==> src/rtl/eeprom_access_map.vh <==
// register map, field positions, reset values and timing for the bit-serial store
`ifndef EEPROM_ACCESS_MAP_VH
`define EEPROM_ACCESS_MAP_VH

// register addresses on the plain register port
`define ADDR_BIT_SELECT 8'h0e
`define ADDR_STATUS_CONTROL 8'h0f
`define ADDR_WIDTH 8
`define DATA_WIDTH 8

// bit-select register fields
`define SEL_SPARE 7
`define SEL_ROW_HI 6
`define SEL_ROW_LO 3
`define SEL_COL_HI 2
`define SEL_COL_LO 0
`define SEL_ADDR_HI 6
`define BIT_SELECT_RESET 8'h00

// status/control register fields
`define SC_SENSE_DATA 7
`define SC_PUMP_CLOCK 6
`define SC_PUMP_ENABLE 5
`define SC_PROGRAM 4
`define SC_ROW_ERASE 3
`define SC_ARRAY_ERASE 2
`define SC_UNUSED 1
`define SC_COL_ZERO 0
`define CONTROL_RESET 1'b0
`define COL_ZERO_RESET 1'b1
`define READ_IDLE 8'h00

// array geometry
`define ARRAY_BITS 128
`define ROW_COUNT 16
`define COL_COUNT 8
`define ROW_WIDTH 4
`define COL_WIDTH 3
`define INDEX_WIDTH 7
`define CELLS_CLEAR 128'h0000_0000_0000_0000_0000_0000_0000_0000

// pump startup time and its cycle count at the system clock rate
`define SYS_CLK_MHZ 25
`define PUMP_STARTUP_NS 2000
`define PUMP_STARTUP_CYCLES ((`PUMP_STARTUP_NS * `SYS_CLK_MHZ + 999) / 1000)
`define PUMP_COUNT_WIDTH 8

`endif

==> src/rtl/nvm_bit_array.v <==
// 128-cell nonvolatile bit array with one shared sense output
`timescale 1ns/1ps
`include "eeprom_access_map.vh"

module nvm_bit_array (
  input wire sys_clk,
  input wire [`ROW_WIDTH-1:0] row,
  input wire [`COL_WIDTH-1:0] column,
  input wire program_strobe,
  input wire row_erase_strobe,
  input wire array_erase_strobe,
  output wire sense_bit
);

  // cells are never reset: they model nonvolatile contents
  reg [`ARRAY_BITS-1:0] cells;
  integer i;

  // single sense amplifier looks at the one selected cell
  assign sense_bit = cells[{row, column}];

  // array erase beats row erase, which beats program
  always @(posedge sys_clk) begin
    if (array_erase_strobe) begin
      cells <= `CELLS_CLEAR;
    end else if (row_erase_strobe) begin
      // walk the columns of the addressed row only
      for (i = 0; i < `COL_COUNT; i = i + 1) begin
        cells[{row, i[`COL_WIDTH-1:0]}] <= 1'b0;
      end
    end else if (program_strobe) begin
      cells[{row, column}] <= 1'b1;
    end
  end

endmodule // nvm_bit_array

==> src/rtl/charge_pump_control.v <==
// charge pump on/off control with startup timing
`timescale 1ns/1ps
`include "eeprom_access_map.vh"

module charge_pump_control (
  input wire sys_clk,
  input wire reset_n,
  input wire pump_enable_bit,
  input wire op_request,
  output reg pump_running,
  output reg pump_ready
);

  // last startup cycle; the full value is cut on purpose to the counter's width
  localparam integer STARTUP_LAST_FULL = `PUMP_STARTUP_CYCLES - 1;
  localparam [`PUMP_COUNT_WIDTH-1:0] STARTUP_LAST = STARTUP_LAST_FULL[`PUMP_COUNT_WIDTH-1:0];

  reg [`PUMP_COUNT_WIDTH-1:0] startup_count;

  // the pump starts only with its enable; once ready it holds until no op remains
  always @(posedge sys_clk) begin
    if (!reset_n) begin
      pump_running <= 1'b0;
      pump_ready <= 1'b0;
      startup_count <= {`PUMP_COUNT_WIDTH{1'b0}};
    end else if (op_request && (pump_enable_bit || pump_ready)) begin
      pump_running <= 1'b1;
      if (!pump_ready) begin
        if (startup_count == STARTUP_LAST)
          pump_ready <= 1'b1;
        startup_count <= startup_count + 1'b1;
      end
    end else begin
      // dropping out before startup ends restarts the wait next time
      pump_running <= 1'b0;
      pump_ready <= 1'b0;
      startup_count <= {`PUMP_COUNT_WIDTH{1'b0}};
    end
  end

endmodule // charge_pump_control

==> src/rtl/bit_serial_eeprom_access.v <==
// register interface and control for the bit-serial nonvolatile array
//
// Contract
// - hold 128 nonvolatile single bits
// - sixteen rows of eight, one sense amp
// - bit-select at lower address, feeds decoders
// - bits 6..3 row, bits 2..0 column
// - top select bit is plain storage
// - reset clears the whole bit-select register
// - status/control at next address, five bits
// - bit one reads zero always
// - reset clears control, sets column-zero flag
// - column-zero flag follows selected column
// - pump clock select, one is bus clock
// - pump on needs enable plus an operation
// - ready pump runs until operations cleared
// - sense data undefined while pump enabled
// - program writes one into selected cell
// - row erase zeroes the addressed row
// - array erase zeroes everything, overrides row
// - read-only sense data of selected cell
`timescale 1ns/1ps
`include "eeprom_access_map.vh"

module bit_serial_eeprom_access (
  input wire sys_clk,
  input wire reset_n,
  input wire [`ADDR_WIDTH-1:0] reg_addr,
  input wire [`DATA_WIDTH-1:0] reg_wdata,
  input wire reg_write,
  input wire reg_read,
  output reg [`DATA_WIDTH-1:0] reg_rdata,
  output reg [`ROW_COUNT-1:0] row_decode,
  output reg [`COL_COUNT-1:0] column_decode,
  output wire pump_on,
  output wire pump_ready,
  output reg pump_clock_select
);

  // decode of a row number into one row line
  function [`ROW_COUNT-1:0] row_lines;
    input [`DATA_WIDTH-1:0] select;
    begin
      row_lines = {`ROW_COUNT{1'b0}};
      row_lines[select[`SEL_ROW_HI:`SEL_ROW_LO]] = 1'b1;
    end
  endfunction

  // decode of a column number into one column line
  function [`COL_COUNT-1:0] column_lines;
    input [`DATA_WIDTH-1:0] select;
    begin
      column_lines = {`COL_COUNT{1'b0}};
      column_lines[select[`SEL_COL_HI:`SEL_COL_LO]] = 1'b1;
    end
  endfunction

  // true when the select value points at the first column of a row
  function is_first_column;
    input [`DATA_WIDTH-1:0] select;
    begin
      is_first_column = (select[`SEL_COL_HI:`SEL_COL_LO] == {`COL_WIDTH{1'b0}});
    end
  endfunction

  // software-visible state
  reg [`DATA_WIDTH-1:0] bit_select;
  reg pump_enable_bit;
  reg program_bit;
  reg row_erase_bit;
  reg array_erase_bit;
  reg column_zero_flag;

  // next values for the select path
  reg [`DATA_WIDTH-1:0] next_bit_select;
  reg next_column_zero_flag;

  // next values for the control bits
  reg next_pump_clock_select;
  reg next_pump_enable_bit;
  reg next_program_bit;
  reg next_row_erase_bit;
  reg next_array_erase_bit;

  // read path
  reg [`DATA_WIDTH-1:0] next_reg_rdata;
  reg [`DATA_WIDTH-1:0] status_view;

  // array and pump hookup
  wire sense_bit;
  wire op_request;
  wire program_strobe;
  wire row_erase_strobe;
  wire array_erase_strobe;

  // address hits
  wire hit_select;
  wire hit_status;

  assign hit_select = (reg_addr == `ADDR_BIT_SELECT);
  assign hit_status = (reg_addr == `ADDR_STATUS_CONTROL);

  // any program or erase bit asks for the pump
  assign op_request = program_bit | row_erase_bit | array_erase_bit;

  // the array only sees programming voltage once the pump is up
  assign program_strobe = program_bit & pump_ready;
  assign row_erase_strobe = row_erase_bit & pump_ready;
  assign array_erase_strobe = array_erase_bit & pump_ready;

  // next value of the bit-select register, all eight bits writable
  always @* begin
    next_bit_select = bit_select;
    if (reg_write && hit_select)
      next_bit_select = reg_wdata;
  end

  // flag tracks the column of the value about to be held
  always @* begin
    next_column_zero_flag = is_first_column(next_bit_select);
  end

  // next values of the writable status/control bits
  always @* begin
    next_pump_clock_select = pump_clock_select;
    next_pump_enable_bit = pump_enable_bit;
    next_program_bit = program_bit;
    next_row_erase_bit = row_erase_bit;
    next_array_erase_bit = array_erase_bit;
    if (reg_write && hit_status) begin
      // sense data, bit one and the column flag ignore writes
      next_pump_clock_select = reg_wdata[`SC_PUMP_CLOCK];
      next_pump_enable_bit = reg_wdata[`SC_PUMP_ENABLE];
      next_program_bit = reg_wdata[`SC_PROGRAM];
      next_row_erase_bit = reg_wdata[`SC_ROW_ERASE];
      next_array_erase_bit = reg_wdata[`SC_ARRAY_ERASE];
    end
  end

  // bit-select register and the decoders it drives
  always @(posedge sys_clk) begin
    if (!reset_n) begin
      bit_select <= `BIT_SELECT_RESET;
      row_decode <= row_lines(`BIT_SELECT_RESET);
      column_decode <= column_lines(`BIT_SELECT_RESET);
      column_zero_flag <= `COL_ZERO_RESET;
    end else begin
      bit_select <= next_bit_select;
      // decoders load on the same edge as the register itself
      row_decode <= row_lines(next_bit_select);
      column_decode <= column_lines(next_bit_select);
      column_zero_flag <= next_column_zero_flag;
    end
  end

  // status/control bits
  always @(posedge sys_clk) begin
    if (!reset_n) begin
      pump_clock_select <= `CONTROL_RESET;
      pump_enable_bit <= `CONTROL_RESET;
      program_bit <= `CONTROL_RESET;
      row_erase_bit <= `CONTROL_RESET;
      array_erase_bit <= `CONTROL_RESET;
    end else begin
      pump_clock_select <= next_pump_clock_select;
      pump_enable_bit <= next_pump_enable_bit;
      program_bit <= next_program_bit;
      row_erase_bit <= next_row_erase_bit;
      array_erase_bit <= next_array_erase_bit;
    end
  end

  // assembled view of the status/control register
  always @* begin
    status_view = `READ_IDLE;
    // sense is raw even with the pump enabled; software must not trust it then
    status_view[`SC_SENSE_DATA] = sense_bit;
    status_view[`SC_PUMP_CLOCK] = pump_clock_select;
    status_view[`SC_PUMP_ENABLE] = pump_enable_bit;
    status_view[`SC_PROGRAM] = program_bit;
    status_view[`SC_ROW_ERASE] = row_erase_bit;
    status_view[`SC_ARRAY_ERASE] = array_erase_bit;
    status_view[`SC_UNUSED] = 1'b0;
    status_view[`SC_COL_ZERO] = column_zero_flag;
  end

  // read mux; unmapped addresses and idle cycles return zero
  always @* begin
    next_reg_rdata = `READ_IDLE;
    if (reg_read) begin
      if (hit_select)
        next_reg_rdata = bit_select;
      else if (hit_status)
        next_reg_rdata = status_view;
    end
  end

  // read data stands only in the cycle after the strobe
  always @(posedge sys_clk) begin
    if (!reset_n)
      reg_rdata <= `READ_IDLE;
    else
      reg_rdata <= next_reg_rdata;
  end

  // the nonvolatile cells, addressed by the held select value
  nvm_bit_array array_cells (
    .sys_clk(sys_clk),
    .row(bit_select[`SEL_ROW_HI:`SEL_ROW_LO]),
    .column(bit_select[`SEL_COL_HI:`SEL_COL_LO]),
    .program_strobe(program_strobe),
    .row_erase_strobe(row_erase_strobe),
    .array_erase_strobe(array_erase_strobe),
    .sense_bit(sense_bit)
  );

  // pump sequencing; a ready pump ignores a later clear of its enable
  charge_pump_control pump (
    .sys_clk(sys_clk),
    .reset_n(reset_n),
    .pump_enable_bit(pump_enable_bit),
    .op_request(op_request),
    .pump_running(pump_on),
    .pump_ready(pump_ready)
  );

endmodule // bit_serial_eeprom_access

==> config.mk <==
export PLATFORM = sky130hd
export DESIGN_NAME = bit_serial_eeprom_access
export DESIGN_NICKNAME = d
export VERILOG_FILES = /design/src/rtl/nvm_bit_array.v /design/src/rtl/charge_pump_control.v /design/src/rtl/bit_serial_eeprom_access.v
export VERILOG_INCLUDE_DIRS = /design/src /design/src/rtl
export SDC_FILE = /design/constraint.sdc
export NUM_CORES = 1
export LEC_CHECK = 0
export BUFFER_PORTS_ARGS = -buffer_cell sky130_fd_sc_hd__buf_2
export CAP_MARGIN = 25
export CELL_PAD_IN_SITES_DETAIL_PLACEMENT = 1
export CELL_PAD_IN_SITES_GLOBAL_PLACEMENT = 2
export CORE_ASPECT_RATIO = 1.2
export CORE_MARGIN = 1
export CORE_UTILIZATION = 37
export DETAILED_ROUTE_END_ITERATION = 8
export PLACE_DENSITY_LB_ADDON = 0.1
export SLEW_MARGIN = 10
export SYNTH_ARGS = -nofsm -noshare
export SYNTH_HDL_FRONTEND = slang
export SYNTH_SLANG_ARGS = --single-unit
==> constraint.sdc <==
create_clock -name sys_clk -period 2.3 [get_ports sys_clk]
set_clock_uncertainty 0.05 [all_clocks]
set_input_delay 0.345 -clock sys_clk [delete_from_list [all_inputs] [get_ports sys_clk]]
set_output_delay 0.345 -clock sys_clk [all_outputs]
set_load 0.02 [all_outputs]
==> flow_summary.yaml <==
sta:
  setup_tns_ps: 0
  max_freq_mhz: 457
  rsz0062_at_grt: "no"
  drv_slew: 0
  relSlewSlack_pct: 33.2
  finalHoldViolCount: 0
  worstMarginPinSlew_ps: 991
  fin_crit_sh_pct: 95.2
  period_needed_ps: 2190
  final-setup-viol-count: 0
cells_and_area:
  fin_util_pct: 45.8
  nets: 969
  synthToLayoutAreaGrowth_pct: 20.8
  drive_gt1_share_pct: 19.1
  antennaDiodeCount: 0
  n_fill_cell: 2337
  multi_input_area_um2: 3540
  regArea_um2: 3690
pwr:
  switching_share_pct: 22.4
  p_total_mw: 6.23
  clockPowerShare_pct: 47.9
  pwr-share-comb_pct: 1.1
  intPower_mw: 4.84
  seqPwrFrac_pct: 51.1
  p_leak_nw: 3.67
  p_per_area_nw_per_um2: 691
  ir_drop_mv: 0.537
  p_switching_mw: 1.39
place:
  port_buffers: 54
  dp_hpwl_um: 16400
  place.gp.congestion: 0.813
worst_setup_path:
  critPathArrivalTime_ps: 2460
  cp_num_buf_inv: 3
  reg2reg_slack_ps: 110
  path_delay_family: "buffers and inverters"
  required_ps: 2570
  critPathLaunchType: "flip-flop"
  crit_chain: "buf_12, buf_4, mux2i_1, a22oi_1, nand3_1, a41oi_1, nor4_2, buf_4, o21ai_0"
  cp_common_cell: "buf_4"
  cpMaxStageDelayCell: "dfxtp_4"
  cp-end-kind: "flip-flop"
  critPathMaxFanout: 28
  worstSetupPathType: "reg2reg"
  crit_path_max_incr_delay_ps: 410
grt:
  antenna_found_initial: 0
  overflow: 0
  grt_max_degree: 29
  grt_pass1_vias: 6936
  grt_first_pass_wirelength_um: 38600
  grtUsageTotal_pct: 24.4
detailed_routing:
  wire_per_inst_um: 19.9
  dr.pass1.iters: 4
  vias: 6583
  viasPerCell: 5.39
  ant_nets: 0
  drc: 0
  wl_um: 24300
  drt_first_iter_violations: 274
floorplan:
  dieArea_um2: 20800
  die_y_um: 158
  rows: 56
  pin_count: 55
  core_area_um2: 19700
  die_x_um: 132
  start_util_pct: 37.9
synth:
  ys_seq_elements: 184
  synth_ff_type: "dfxtp_1"
  synth_area_leaders: "dfxtp_1 (49%), a21oi_1 (9.8%), nor2_1 (9.2%)"
  synth_mux_area_share_pct: 8.98
  synth_top_family_by_area: "simple AND/OR/NAND/NOR gates"
  synth_top_area_share_pct: 49.3
  synthAdderAreaFrac_pct: 0.335
  synth_cells: 857
  synth_top_cell_by_area: "dfxtp_1"
  ys_warn_count: 0
  synth_common_cells: "dfxtp_1 (184), nor2_1 (184), a21oi_1 (147), mux2i_1 (67), nand2_1 (46)"
  synth_compound_area_share_pct: 16.1
  yosys.area_share.simple_pct: 20.7
  syn_area_per_cell_um2: 8.72
  ys_seq_area_share_pct: 49.3
  netlist_area_um2: 7470
  synth-xor-area-share_pct: 0.703
  synth_edf_count: 0
  synth_cell_types: 50
  async_flop_share_pct: 0
  synthesis.nets: 879
clocking:
  clkSlewWorstSetupHoldPaths_ps: 70
  numCtsBuffers: 17
  cts_sinks: 184
  cts_root_buf: "clkbuf_16"
  clock_path_buffers: 2
  h-tree-depth: 4
  clkLatencyLatePin_ps: 440
  cts_tree: "done"
worst_hold_path:
  hp-class: "in2reg"
outcome:
  status: "complete, no violations"
flow_run:
  drv_cap: 0
-- logic make-up (layout without fill, tap and decap cells) --
family                   after synthesis  count (layout)
buffers and inverters                 58             161
adder cells (fa/ha/maj)                2               2
multiplexers                          67              67
XOR/XNOR                               6               6
AND/OR/NAND/NOR                      336             336
flip-flops                           184             184
AO/OA/AOI/OAI                        204             204
-- placed cells by master (no fill, tap or decap), types with 11 or more instances in the layout --
master     instances
buf_2             54
nor2_1           184
a22oi_1           30
nor3_1            11
buf_4             60
clkbuf_16         17
a21oi_1          147
nand2_1           46
dfxtp_1          182
nand3_1           39
mux2i_1           67
-- worst paths after layout --
kind,cells after the start,to,start
min,3,bit_select[7],reg_wdata[7]
max,9,reg_rdata[7],bit_select[2]
max reg2reg,9,reg_rdata[7],bit_select[2]
min reg2reg,2,bit_select[7],bit_select[7]
-- routing by layer --
| layer | wire length, um | up-vias | GRT usage, % |
|---|---|---|---|
| met4 | 500 | 0 | 9.36 |
| met5 | 0 | - | 0 |
| li1 | - | 3145 | - |
| met2 | 12700 | 119 | 44.9 |
| met1 | 10300 | 3286 | 28.3 |
| met3 | 807 | 33 | 4.10 |
-- registers in the layout, indices dropped and copies added (netlist names) --
register            count
array_cells.cells     128
pump.startup_count      8
row_decode             16
pump.pump_running       1
pump.pump_ready         1
column_decode           8
pump_enable_bit         1
array_erase_bit         1
row_erase_bit           1
program_bit             1
column_zero_flag        1
bit_select              8
pump_clock_select       1
reg_rdata               8
-- cell type report --
type / count / share of cell area, %
clock inverters: 14 / 1.78
flip-flops and latches: 184 / 40.9
inverters: 9 / 0.374
clock buffers: 18 / 4.76
repair buffers: 120 / 9.32
well taps: 261 / 3.62
multi-input cells: 615 / 39.3
-- per-stage QoR --
stage / worst slack, ps / hold WS [ps] / instance area, um2 / cells
after floorplan: 221 / 385 / 7470 / 857
after global placement: -75.4 / 393 / 8380 / 1184
after detailed placement: -161 / 408 / 8380 / 1184
after CTS: 41.4 / 107 / 9020 / 1221
after global routing: 11.2 / 119 / 9020 / 1221
final: 111 / 119 / 9020 / 1221
-- repair_timing --
item,4_1_cts,5_1_grt
setup endpoints to repair,1,1
hold endpoints to repair,0,0
resized for setup,1,1
pin swaps,1,0
hold buffers,0,0
setup buffers,5,0
-- worst register-to-register path: cells and delay by family, from the launching register on --
family | cells | cell delay, ps
compound gates | 3 | 310
buf+inv | 3 | 650
flops | 1 | 410
mux | 1 | 190
simple gates | 2 | 470
-- power groups by stage --
stage | Clock (mW) | Combinational (mW) | Sequential [mW]
finish | 2.98 | 0.0661 | 3.18
global route | 3.19 | 0.0710 | 3.18
CTS | 3.05 | 0.0668 | 3.18
detailed placement | 0 | 0.0662 | 3.26
global placement | 0 | 0.0647 | 3.26
floorplan | 0 | 0.0263 | 3.26
Power figures use the tool's default switching activity.
